==> src/lms_pkg.sv <==
// constants shared by the locomotive motor speed control block
// assumes a 100 MHz aclk and an AXI4-Lite master with 32-bit data
package lms_pkg;

  // ==========================================================================
  // clock and timing
  localparam int unsigned CLK_HZ         = 100_000_000;
  localparam int unsigned PWM_HZ         = 25_000;
  localparam int unsigned PWM_PERIOD_CYC = CLK_HZ / PWM_HZ;
  localparam logic [11:0] PWM_PERIOD     = 12'(PWM_PERIOD_CYC);
  localparam int unsigned RAMP_TICK_US   = 1_000;
  localparam int unsigned RAMP_TICK_CYC  = (CLK_HZ / 1_000_000) * RAMP_TICK_US;
  localparam int unsigned BLINK_MS       = 250;
  localparam int unsigned BLINK_CYC      = (CLK_HZ / 1_000) * BLINK_MS;

  // ==========================================================================
  // register byte offsets
  localparam logic [7:0] REG_CTRL   = 8'h00;
  localparam logic [7:0] REG_FMAP   = 8'h04;
  localparam logic [7:0] REG_CURVE  = 8'h08;
  localparam logic [7:0] REG_PID    = 8'h0C;
  localparam logic [7:0] REG_RAMP   = 8'h10;
  localparam logic [7:0] REG_OVLD   = 8'h14;
  localparam logic [7:0] REG_STATUS = 8'h18;
  localparam logic [7:0] REG_ALT    = 8'h40;
  localparam int unsigned ALT_STEPS = 28;
  localparam logic [7:0] REG_ALT_END = 8'hAC;

  // ==========================================================================
  // control register fields
  localparam int unsigned CTRL_LOAD_EN  = 0;
  localparam int unsigned CTRL_ALT_EN   = 1;
  localparam int unsigned CTRL_MODE_LO  = 2;
  localparam int unsigned CTRL_KICK_EN  = 4;
  localparam int unsigned CTRL_CBRK_EN  = 5;
  localparam int unsigned CTRL_ASYM_EN  = 6;
  localparam int unsigned CTRL_ASYM_NEG = 7;
  localparam logic [1:0]  MODE_14       = 2'h0;
  localparam logic [1:0]  MODE_28       = 2'h1;

  // ==========================================================================
  // reset values
  localparam logic [31:0] CTRL_RST  = 32'h0000_0001;
  localparam logic [31:0] FMAP_RST  = 32'h0010_0008;
  localparam logic [31:0] CURVE_RST = 32'h00FF_8010;
  localparam logic [31:0] PID_RST   = 32'h2002_0410;
  localparam logic [31:0] RAMP_RST  = 32'h0A60_0505;
  localparam logic [31:0] OVLD_RST  = 32'h0000_0800;

  // ==========================================================================
  // speed level scaling, regulator arithmetic and bus response codes
  localparam logic [6:0] TOP_14    = 7'h0E;
  localparam logic [6:0] TOP_28    = 7'h1C;
  localparam logic [6:0] TOP_128   = 7'h7E;
  localparam logic [4:0] SCALE_14  = 5'h12;
  localparam logic [4:0] SCALE_28  = 5'h09;
  localparam logic [4:0] SCALE_128 = 5'h02;
  localparam int unsigned GAIN_SHIFT = 5;
  localparam int unsigned PID_SHIFT  = 4;
  localparam logic signed [15:0] INTEG_MAX = 16'sh0FFF;
  localparam logic [1:0] RESP_OKAY   = 2'h0;
  localparam logic [1:0] RESP_SLVERR = 2'h2;

endpackage : lms_pkg

==> src/lms_motor_ctrl.sv <==
// motor speed control of a locomotive decoder: pwm drive, load control,
// speed curves, ramps, asymmetric track braking and overload latch
// assumes an AXI4-Lite master, synchronous inputs and aresetn at power-on
`timescale 1ns/100ps
`default_nettype none

// What this block does
// - on total overload or motor short, cut motor drive and flash lights
// - after overload stay stopped until power is removed and restored
// - overload current threshold is set by a sensitivity setting
// - single output overcurrent alone never trips the overload shutdown
// - motor is driven by pwm at a 25 kHz carrier
// - load control switchable, holds speed constant under varying load
// - regulator uses proportional, integral, derivative terms, each configurable
// - measured motor back voltage is scaled by a configurable gain
// - default curve interpolates linearly between start, middle and maximum
// - in 28 step mode an optional table gives each step its voltage
// - optional starting kick, then ramp to the selected step voltage
// - shunting mode halves the velocity of every speed step
// - shunting toggled by mapped functions, factory mapped to F3
// - ramping switched by mapped functions, factory mapped to F4
// - ramping moves one level per dwell, separate accel and brake dwell
// - constant distance braking stretches dwell when braking below top
// - larger brake rate value gives longer braking distance
// - asymmetric track voltage, when enabled, brakes the locomotive to stop
// - setting selects negative or positive half wave for asymmetric detection
// - functions, config writes and direction stay live while braking section
// - on leaving the section accelerate with accel dwell to commanded step
module lms_motor_ctrl
  import lms_pkg::*;
#(
  parameter int unsigned RAMP_TICK  = RAMP_TICK_CYC,
  parameter int unsigned BLINK_TICK = BLINK_CYC
) (
  input  wire logic        aclk,
  input  wire logic        aresetn,
  input  wire logic [7:0]  s_axi_awaddr,
  input  wire logic        s_axi_awvalid,
  output var  logic        s_axi_awready,
  input  wire logic [31:0] s_axi_wdata,
  input  wire logic [3:0]  s_axi_wstrb,
  input  wire logic        s_axi_wvalid,
  output var  logic        s_axi_wready,
  output var  logic [1:0]  s_axi_bresp,
  output var  logic        s_axi_bvalid,
  input  wire logic        s_axi_bready,
  input  wire logic [7:0]  s_axi_araddr,
  input  wire logic        s_axi_arvalid,
  output var  logic        s_axi_arready,
  output var  logic [31:0] s_axi_rdata,
  output var  logic [1:0]  s_axi_rresp,
  output var  logic        s_axi_rvalid,
  input  wire logic        s_axi_rready,
  input  wire logic [6:0]  speed_step,
  input  wire logic        drive_dir,
  input  wire logic [15:0] func_state,
  input  wire logic        light_front_req,
  input  wire logic        light_rear_req,
  input  wire logic [11:0] total_current,
  input  wire logic [9:0]  bemf_sample,
  input  wire logic        bemf_valid,
  input  wire logic        asym_neg_seen,
  input  wire logic        asym_pos_seen,
  output var  logic        pwm_out,
  output var  logic        motor_dir,
  output var  logic        front_light_output,
  output var  logic        rear_light_output
);

  // ==========================================================================
  // state
  typedef struct packed {
    logic [31:0]            ctrl;
    logic [31:0]            fmap;
    logic [31:0]            curve;
    logic [31:0]            pid;
    logic [31:0]            ramp;
    logic [31:0]            ovld_cfg;
    logic [27:0][7:0]       alt;
    logic [7:0]             awaddr;
    logic                   aw_full;
    logic [31:0]            wdata;
    logic [3:0]             wstrb;
    logic                   w_full;
    logic                   awready;
    logic                   wready;
    logic                   bvalid;
    logic [1:0]             bresp;
    logic                   arready;
    logic                   rvalid;
    logic [31:0]            rdata;
    logic [1:0]             rresp;
    logic                   ovld;
    logic [31:0]            blink_cnt;
    logic                   blink;
    logic [31:0]            tick_cnt;
    logic [6:0]             level;
    logic [15:0]            acc;
    logic                   braking;
    logic [6:0]             brake_from;
    logic                   asym_ramp;
    logic [7:0]             kick_cnt;
    logic signed [15:0]     integ;
    logic signed [9:0]      prev_err;
    logic [7:0]             duty;
    logic [11:0]            pwm_cnt;
    logic                   pwm;
    logic                   dir;
    logic                   lf;
    logic                   lr;
  } lms_state_t;

  lms_state_t s_r;
  lms_state_t s_nxt;

  // ==========================================================================
  // helpers
  function automatic logic [31:0] lms_merge(input logic [31:0] old,
                                            input logic [31:0] data,
                                            input logic [3:0]  strb);
    logic [31:0] res;
    res = old;
    for (int i = 0; i < 4; i++) begin
      if (strb[i]) begin
        res[i*8 +: 8] = data[i*8 +: 8];
      end
    end
    return res;
  endfunction : lms_merge

  logic              tick;
  logic              shunt_on;
  logic              ramp_fn_on;
  logic              asym_active;
  logic              ramp_on;
  logic [6:0]        top_lvl;
  logic [4:0]        scale;
  logic [6:0]        target;
  logic [11:0]       pos_raw;
  logic [7:0]        pos;
  logic [7:0]        seg_base;
  logic [7:0]        seg_end;
  logic signed [9:0] seg_diff;
  logic signed [17:0] seg_prod;
  logic signed [9:0] v_lin;
  logic [7:0]        v_set;
  logic [7:0]        v_drv;
  logic [15:0]       inc;
  logic [15:0]       thr;
  logic [17:0]       meas_prod;
  logic [7:0]        meas;
  logic signed [9:0] err;
  logic signed [15:0] integ_sum;
  logic signed [10:0] deriv;
  logic signed [27:0] corr;
  logic signed [27:0] duty_raw;
  logic [19:0]       pwm_prod;
  logic [7:0]        rd_idx;

  always_comb begin
    s_nxt = s_r;

    // ========================================================================
    // modes from mapped functions and track sensing
    shunt_on   = |(func_state & s_r.fmap[15:0]);
    ramp_fn_on = |(func_state & s_r.fmap[31:16]);
    asym_active = s_r.ctrl[CTRL_ASYM_EN] &&
                  (s_r.ctrl[CTRL_ASYM_NEG] ? asym_neg_seen : asym_pos_seen);
    case (s_r.ctrl[CTRL_MODE_LO +: 2])
      MODE_14: begin
        top_lvl = TOP_14;
        scale   = SCALE_14;
      end
      MODE_28: begin
        top_lvl = TOP_28;
        scale   = SCALE_28;
      end
      default: begin
        top_lvl = TOP_128;
        scale   = SCALE_128;
      end
    endcase
    target = asym_active ? 7'h00 : ((speed_step > top_lvl) ? top_lvl : speed_step);
    if (asym_active) begin
      s_nxt.asym_ramp = 1'b1;
    end else if (s_r.level == target) begin
      s_nxt.asym_ramp = 1'b0;
    end
    // braking into and pulling out of a section always uses the ramps
    ramp_on = ramp_fn_on || asym_active || s_r.asym_ramp;

    // ========================================================================
    // register bus: write path, address and data taken in either order
    if (s_axi_awvalid && s_r.awready) begin
      s_nxt.awaddr  = s_axi_awaddr;
      s_nxt.aw_full = 1'b1;
    end
    if (s_axi_wvalid && s_r.wready) begin
      s_nxt.wdata  = s_axi_wdata;
      s_nxt.wstrb  = s_axi_wstrb;
      s_nxt.w_full = 1'b1;
    end
    if (s_r.bvalid && s_axi_bready) begin
      s_nxt.bvalid = 1'b0;
    end
    // config writes are never blocked, also inside a braking section
    if (s_r.aw_full && s_r.w_full && !s_r.bvalid) begin
      s_nxt.aw_full = 1'b0;
      s_nxt.w_full  = 1'b0;
      s_nxt.bvalid  = 1'b1;
      s_nxt.bresp   = RESP_OKAY;
      case ({s_r.awaddr[7:2], 2'b00})
        REG_CTRL:   s_nxt.ctrl     = lms_merge(s_r.ctrl, s_r.wdata, s_r.wstrb);
        REG_FMAP:   s_nxt.fmap     = lms_merge(s_r.fmap, s_r.wdata, s_r.wstrb);
        REG_CURVE:  s_nxt.curve    = lms_merge(s_r.curve, s_r.wdata, s_r.wstrb);
        REG_PID:    s_nxt.pid      = lms_merge(s_r.pid, s_r.wdata, s_r.wstrb);
        REG_RAMP:   s_nxt.ramp     = lms_merge(s_r.ramp, s_r.wdata, s_r.wstrb);
        REG_OVLD:   s_nxt.ovld_cfg = lms_merge(s_r.ovld_cfg, s_r.wdata, s_r.wstrb);
        REG_STATUS: s_nxt.bresp    = RESP_OKAY;
        default: begin
          if (s_r.awaddr >= REG_ALT && s_r.awaddr <= REG_ALT_END) begin
            if (s_r.wstrb[0]) begin
              s_nxt.alt[5'((s_r.awaddr - REG_ALT) >> 2)] = s_r.wdata[7:0];
            end
          end else begin
            s_nxt.bresp = RESP_SLVERR;
          end
        end
      endcase
    end
    s_nxt.awready = !s_nxt.aw_full && !s_nxt.bvalid;
    s_nxt.wready  = !s_nxt.w_full && !s_nxt.bvalid;

    // ========================================================================
    // register bus: read path, answer on the edge after acceptance
    rd_idx = 8'((s_axi_araddr - REG_ALT) >> 2);
    if (s_r.rvalid && s_axi_rready) begin
      s_nxt.rvalid = 1'b0;
    end
    if (s_axi_arvalid && s_r.arready) begin
      s_nxt.rvalid = 1'b1;
      s_nxt.rresp  = RESP_OKAY;
      case ({s_axi_araddr[7:2], 2'b00})
        REG_CTRL:   s_nxt.rdata = s_r.ctrl;
        REG_FMAP:   s_nxt.rdata = s_r.fmap;
        REG_CURVE:  s_nxt.rdata = s_r.curve;
        REG_PID:    s_nxt.rdata = s_r.pid;
        REG_RAMP:   s_nxt.rdata = s_r.ramp;
        REG_OVLD:   s_nxt.rdata = s_r.ovld_cfg;
        REG_STATUS: s_nxt.rdata = {9'h000, s_r.level, s_r.duty, 4'h0, s_r.asym_ramp,
                                   ramp_on, shunt_on, s_r.ovld};
        default: begin
          if (s_axi_araddr >= REG_ALT && s_axi_araddr <= REG_ALT_END) begin
            s_nxt.rdata = {24'h000000, s_r.alt[rd_idx[4:0]]};
          end else begin
            s_nxt.rdata = 32'h0000_0000;
            s_nxt.rresp = RESP_SLVERR;
          end
        end
      endcase
    end
    s_nxt.arready = !s_nxt.rvalid;

    // ========================================================================
    // ramp generator, one level per dwell
    tick = (s_r.tick_cnt >= RAMP_TICK - 1);
    s_nxt.tick_cnt = tick ? 32'h0000_0000 : s_r.tick_cnt + 32'h0000_0001;
    inc = 16'(top_lvl);
    thr = 16'h0000;
    if (s_r.level == target) begin
      s_nxt.acc     = 16'h0000;
      s_nxt.braking = 1'b0;
    end else if (!ramp_on) begin
      s_nxt.level = target;
      s_nxt.acc   = 16'h0000;
    end else if (tick) begin
      if (target > s_r.level) begin
        s_nxt.braking = 1'b0;
        thr = 16'(s_r.ramp[7:0] * top_lvl);
        inc = 16'(top_lvl);
      end else begin
        // constant distance: total time is brake value times top, wherever it starts
        if (!s_r.braking) begin
          s_nxt.braking    = 1'b1;
          s_nxt.brake_from = s_r.level;
        end
        thr = 16'(s_r.ramp[15:8] * top_lvl);
        inc = s_r.ctrl[CTRL_CBRK_EN] ?
              16'(s_r.braking ? s_r.brake_from : s_r.level) : 16'(top_lvl);
      end
      if (s_r.acc + inc >= thr) begin
        s_nxt.acc   = 16'h0000;
        s_nxt.level = (target > s_r.level) ? s_r.level + 7'h01 : s_r.level - 7'h01;
      end else begin
        s_nxt.acc = s_r.acc + inc;
      end
    end

    // starting kick from standstill, then the normal ramp takes over
    if (s_r.level == 7'h00 && s_nxt.level != 7'h00 && s_r.ctrl[CTRL_KICK_EN]) begin
      s_nxt.kick_cnt = s_r.ramp[31:24];
    end else if (tick && s_r.kick_cnt != 8'h00) begin
      s_nxt.kick_cnt = s_r.kick_cnt - 8'h01;
    end
    if (s_nxt.level == 7'h00) begin
      s_nxt.kick_cnt = 8'h00;
    end

    // ========================================================================
    // speed curve
    pos_raw = 12'(s_r.level * scale);
    pos     = (pos_raw > 12'h0FF) ? 8'hFF : pos_raw[7:0];
    if (!pos[7]) begin
      seg_base = s_r.curve[7:0];
      seg_end  = s_r.curve[15:8];
    end else begin
      seg_base = s_r.curve[15:8];
      seg_end  = s_r.curve[23:16];
    end
    seg_diff = $signed({2'b00, seg_end}) - $signed({2'b00, seg_base});
    seg_prod = 18'(seg_diff * $signed({1'b0, pos[6:0]}));
    v_lin    = $signed({2'b00, seg_base}) + 10'(seg_prod >>> 7);
    if (s_r.level == 7'h00) begin
      v_set = 8'h00;
    end else if (s_r.ctrl[CTRL_ALT_EN] && s_r.ctrl[CTRL_MODE_LO +: 2] == MODE_28) begin
      v_set = s_r.alt[5'(s_r.level - 7'h01)];
    end else begin
      v_set = (v_lin < 0) ? 8'h00 : ((v_lin > 10'sd255) ? 8'hFF : v_lin[7:0]);
    end
    v_drv = shunt_on ? (v_set >> 1) : v_set;
    if (s_r.kick_cnt != 8'h00) begin
      v_drv = s_r.ramp[23:16];
    end

    // ========================================================================
    // load regulator, updated once per back voltage sample
    meas_prod = 18'(bemf_sample * s_r.pid[31:24]);
    meas      = (meas_prod >> GAIN_SHIFT > 18'h000FF) ? 8'hFF : 8'(meas_prod >> GAIN_SHIFT);
    err       = $signed({2'b00, v_drv}) - $signed({2'b00, meas});
    integ_sum = s_r.integ + 16'(err);
    if (integ_sum > INTEG_MAX) begin
      integ_sum = INTEG_MAX;
    end else if (integ_sum < -INTEG_MAX) begin
      integ_sum = -INTEG_MAX;
    end
    deriv = 11'(err) - 11'(s_r.prev_err);
    corr  = 28'($signed({1'b0, s_r.pid[7:0]}) * err) +
            28'($signed({1'b0, s_r.pid[15:8]}) * integ_sum) +
            28'($signed({1'b0, s_r.pid[23:16]}) * deriv);
    duty_raw = 28'($signed({1'b0, v_drv})) + (corr >>> PID_SHIFT);
    if (s_r.ovld) begin
      s_nxt.duty  = 8'h00;
      s_nxt.integ = 16'sh0000;
    end else if (v_drv == 8'h00) begin
      s_nxt.duty     = 8'h00;
      s_nxt.integ    = 16'sh0000;
      s_nxt.prev_err = 10'sh000;
    end else if (!s_r.ctrl[CTRL_LOAD_EN]) begin
      s_nxt.duty = v_drv;
    end else if (bemf_valid) begin
      s_nxt.integ    = integ_sum;
      s_nxt.prev_err = err;
      s_nxt.duty     = (duty_raw < 0) ? 8'h00 :
                       ((duty_raw > 28'sd255) ? 8'hFF : duty_raw[7:0]);
    end

    // ========================================================================
    // overload latch: only the summed current counts, never a single output
    if (total_current > s_r.ovld_cfg[11:0]) begin
      s_nxt.ovld = 1'b1;
    end

    // ========================================================================
    // pwm carrier and outputs
    s_nxt.pwm_cnt = (s_r.pwm_cnt >= PWM_PERIOD - 12'h001) ? 12'h000 :
                    s_r.pwm_cnt + 12'h001;
    pwm_prod  = 20'(s_r.duty * PWM_PERIOD);
    s_nxt.pwm = !s_r.ovld && (s_r.pwm_cnt < pwm_prod[19:8]);
    s_nxt.dir = drive_dir;
    if (s_r.blink_cnt >= BLINK_TICK - 1) begin
      s_nxt.blink_cnt = 32'h0000_0000;
      s_nxt.blink     = !s_r.blink;
    end else begin
      s_nxt.blink_cnt = s_r.blink_cnt + 32'h0000_0001;
    end
    s_nxt.lf = s_r.ovld ? s_r.blink : light_front_req;
    s_nxt.lr = s_r.ovld ? s_r.blink : light_rear_req;
  end

  // ==========================================================================
  // registers; reset is power-on, the only way out of overload
  always_ff @(posedge aclk) begin
    if (!aresetn) begin
      s_r          <= '0;
      s_r.ctrl     <= CTRL_RST;
      s_r.fmap     <= FMAP_RST;
      s_r.curve    <= CURVE_RST;
      s_r.pid      <= PID_RST;
      s_r.ramp     <= RAMP_RST;
      s_r.ovld_cfg <= OVLD_RST;
    end else begin
      s_r <= s_nxt;
    end
  end

  assign s_axi_awready      = s_r.awready;
  assign s_axi_wready       = s_r.wready;
  assign s_axi_bvalid       = s_r.bvalid;
  assign s_axi_bresp        = s_r.bresp;
  assign s_axi_arready      = s_r.arready;
  assign s_axi_rvalid       = s_r.rvalid;
  assign s_axi_rdata        = s_r.rdata;
  assign s_axi_rresp        = s_r.rresp;
  assign pwm_out            = s_r.pwm;
  assign motor_dir          = s_r.dir;
  assign front_light_output = s_r.lf;
  assign rear_light_output  = s_r.lr;

endmodule : lms_motor_ctrl

`default_nettype wire

==> config.mk <==
export PLATFORM = sky130hd
export DESIGN_NAME = lms_motor_ctrl
export DESIGN_NICKNAME = d
export VERILOG_FILES = /design/src/lms_pkg.sv /design/src/lms_motor_ctrl.sv
export SDC_FILE = /design/constraint.sdc
export NUM_CORES = 2
export LEC_CHECK = 0
export ABC_AREA = 1
export BUFFER_PORTS_ARGS = -buffer_cell sky130_fd_sc_hd__buf_4
export CAP_MARGIN = 0
export CORE_UTILIZATION = 45
export DETAILED_ROUTE_END_ITERATION = 10
export SYNTH_ARGS = -nofsm -noshare
export SYNTH_HDL_FRONTEND = slang
export SYNTH_SLANG_ARGS = --single-unit
==> constraint.sdc <==
create_clock -name aclk -period 20.8 [get_ports aclk]
set_clock_uncertainty 0.05 [all_clocks]
set_input_delay 4.16 -clock aclk [delete_from_list [all_inputs] [get_ports aclk]]
set_output_delay 4.16 -clock aclk [all_outputs]
set_load 0.01 [all_outputs]
==> run metrics <==
status finished clean; Rel. slew slack 15.3%; Routed Antenna Nets 0; Num Clock Sinks around 660; worst flop-to-flop path endpoint s_r[22]$_SDFFE_PP0P_; Worst EP required 21.30 ns; Cell variety after synth 67; asr flop ratio synth 0%; HPWL Detailed approximately 150,000 um; Worst-Margin Slew ~1.3 ns; kind of critical path flip-flop to flip-flop; final slew viol count 0; Final WS setup approximately 0.04 ns; Post-route DRC 0; max frequency 0.0482 GHz; die span in y 352 um; Fillers ~12,000; vias in the first global route 49,341; r2r setup slk a little over 0.04 ns; H-tree depth 3; min-delay src s_r[90]$_SDFF_PP0_; later-pin clock latency in the skew report around 0.70 ns; share of cells above drive strength 1 14.3%; Synth Area per Inst 7.43 um2; initial antenna violation count 6; root buffer cell clkbuf_16; synthesized instance count 7,433; Starting Density around 45%; final hold vios 0; fin nets 8,849; first-pass GRT wire length 290,000 um; Final Setup Violations 0; WP data arrival about 21 ns; Tmin final 20.76 ns; Storage cell area 0.0131 mm2; Die X 352 um; CTS tree done; RSZ-0062 raised after global routing yes; TNS Setup 0 ns; Reg-to-Reg Start s_r[629]$_SDFFE_PN0P_; Critical Path Max Stage Delay 0.61 ns; Seq cells post-synth 656; fin crit share between 90 and 100%; total core area 0.122 mm2; I/O Pins between 150 and 200; Area Growth Syn to Fin 17.2%; commonest non-fill, non-tap cell in the layout inv_1; DR pass1 iterations 6; critical path capture point type flip-flop; most common flop cell mapped by yosys dfxtp_1; Port Buffers between 150 and 200; largest net degree at the start of global routing 184; maximum buffer depth of the clock tree 3; max reg flops 613; Vias per Instance 5.39; Slowest-stage cell, CP fa_1; GRT Total Usage a little under a third; MaxCap Viol Count 0; hold crit path type flip-flop to flip-flop; starting DRC count in detailed routing 4,728; Synth Cell Area around 0.055 mm2; Site Rows between 100 and 150; GP Congestion 0.971; Max FO, Critical Path 8; TritonCTS buffer count 79; register with the most flip-flops s_r; crit-path most repeated cell fa_1; GRT overflow 0; dpl cell area 0.0604 mm2; dpl ws -0.644 ns; synth warn 0; Fin Hold WS 0.402 ns; Final Cell Area 0.0648 mm2; Endpoint, Worst Hold s_r[90]$_SDFF_PP0_; full die area 0.124 mm2; CP Launch Type flip-flop; Clock transition at path regs around 0.060 ns; Hold Path Cell Cnt 1; most frequent cells in the layout inv_1 (1,351), nand2_1 (887), nor2_1 (875), o21ai_0 (681), dfxtp_1 (653); Worst Reg-to-Reg Cells about 110; post-DR wirelength/cell roughly 20 um; routed wire length 190,000 um; post-synthesis sequential area ratio approximately a quarter; vias 51,249; area of the multi-input gates approximately 0.037 mm2; EDFF count, synth 0
worst max-delay path by stage:
stage                                     start              endpoint  slack, ns  cells past startpoint
after floorplan           s_r[630]$_SDFFE_PN0P_  s_r[21]$_SDFFE_PP0P_      0.003                    129
after global placement    s_r[630]$_SDFFE_PN0P_  s_r[21]$_SDFFE_PP0P_      -0.40                    118
after detailed placement  s_r[630]$_SDFFE_PN0P_  s_r[21]$_SDFFE_PP0P_      -0.64                    119
after CTS                 s_r[629]$_SDFFE_PN0P_  s_r[21]$_SDFFE_PP0P_      0.002                    129
after global routing      s_r[629]$_SDFFE_PN0P_  s_r[18]$_SDFFE_PP0P_      -1.12                    119
final                     s_r[629]$_SDFFE_PN0P_  s_r[22]$_SDFFE_PP0P_       0.04                    109
routing by layer:
layer	share of wire (%)	global-route usage (%)	routed length [um]
met5	0.011	0	21
met4	4.4	11.5	8310
met3	8.3	5.42	15900
met2	44	47.1	84000
met1	43	41.0	82000
critical path, delay by kind of cell (launching register included):
kind | cells | cell delay [ns]
adders and majority gates | 23 | 9.71
and+or+nand+nor | 43 | 5.04
AOI/OAI and AO/OA | 25 | 3.50
buffers and inverters | 15 | 1.56
xor gates and xnor gates | 3 | 0.47
DFF | 1 | 0.34
cell type report:
class	instances	share of cell area, %
antenna	2	0.00773
sequential	656	20.3
tap	1625	3.14
multi-input combinational	5035	56.6
clock inverter	29	0.690
clock buffer	113	3.50
inverter	1429	8.30
timing repair buffer	622	7.46
what timing repair did:
item / 4_1_cts / 5_1_grt
resized for setup: 60 / 229
cloned: 0 / 1
endpoints found under the setup margin: 8 / 8
endpoints found under the hold margin: 0 / 0
pin swaps: 63 / 145
setup buffers: 30 / 37
hold buffers: 0 / 0
stage by stage:
stage / utilization [%] / cells
after global placement: 49.6 / 9300
after global routing: 53.2 / 9510
after detailed placement: 49.6 / 9300
after floorplan: - / 7456
after CTS: 52.2 / 9472
final: 53.2 / 9511
cells by family (layout without fill, tap and decap cells):
group,after synthesis,after routing,synth area share [%]
XOR/XNOR,148,148,2.37
AO/OA/AOI/OAI,1755,1755,17.8
other,1,26,0.00679
adder cells (fa/ha/maj),916,916,27.3
multiplexers,4,4,0.0725
flip-flops,656,656,23.8
buffers and inverters,1765,2193,12.3
AND/OR/NAND/NOR,2188,2188,16.3
cell usage after synthesis (all sizes together), types with 23 or more instances:
cell type  number  area share [%]
o22ai         123             1.4
inv          1406             9.6
nand2         965             6.7
ha            433             9.8
clkbuf        265             1.8
xnor2          47            0.75
o211ai         46            0.63
o21ai         723             6.6
dfxtp         656              24
a21oi         644             5.9
nand4          39            0.44
nor2          917             6.4
a221oi         27            0.43
xor2          100             1.6
nor3           45            0.43
o221ai         27            0.43
a22oi          32            0.43
fa            483              18
clkinv         23            0.16
or2            26            0.29
nand3         149             1.5
buf            71            0.80
Power is not shown: default switching activity piles up to over one toggle a cycle in this logic, so the estimate is an artifact.
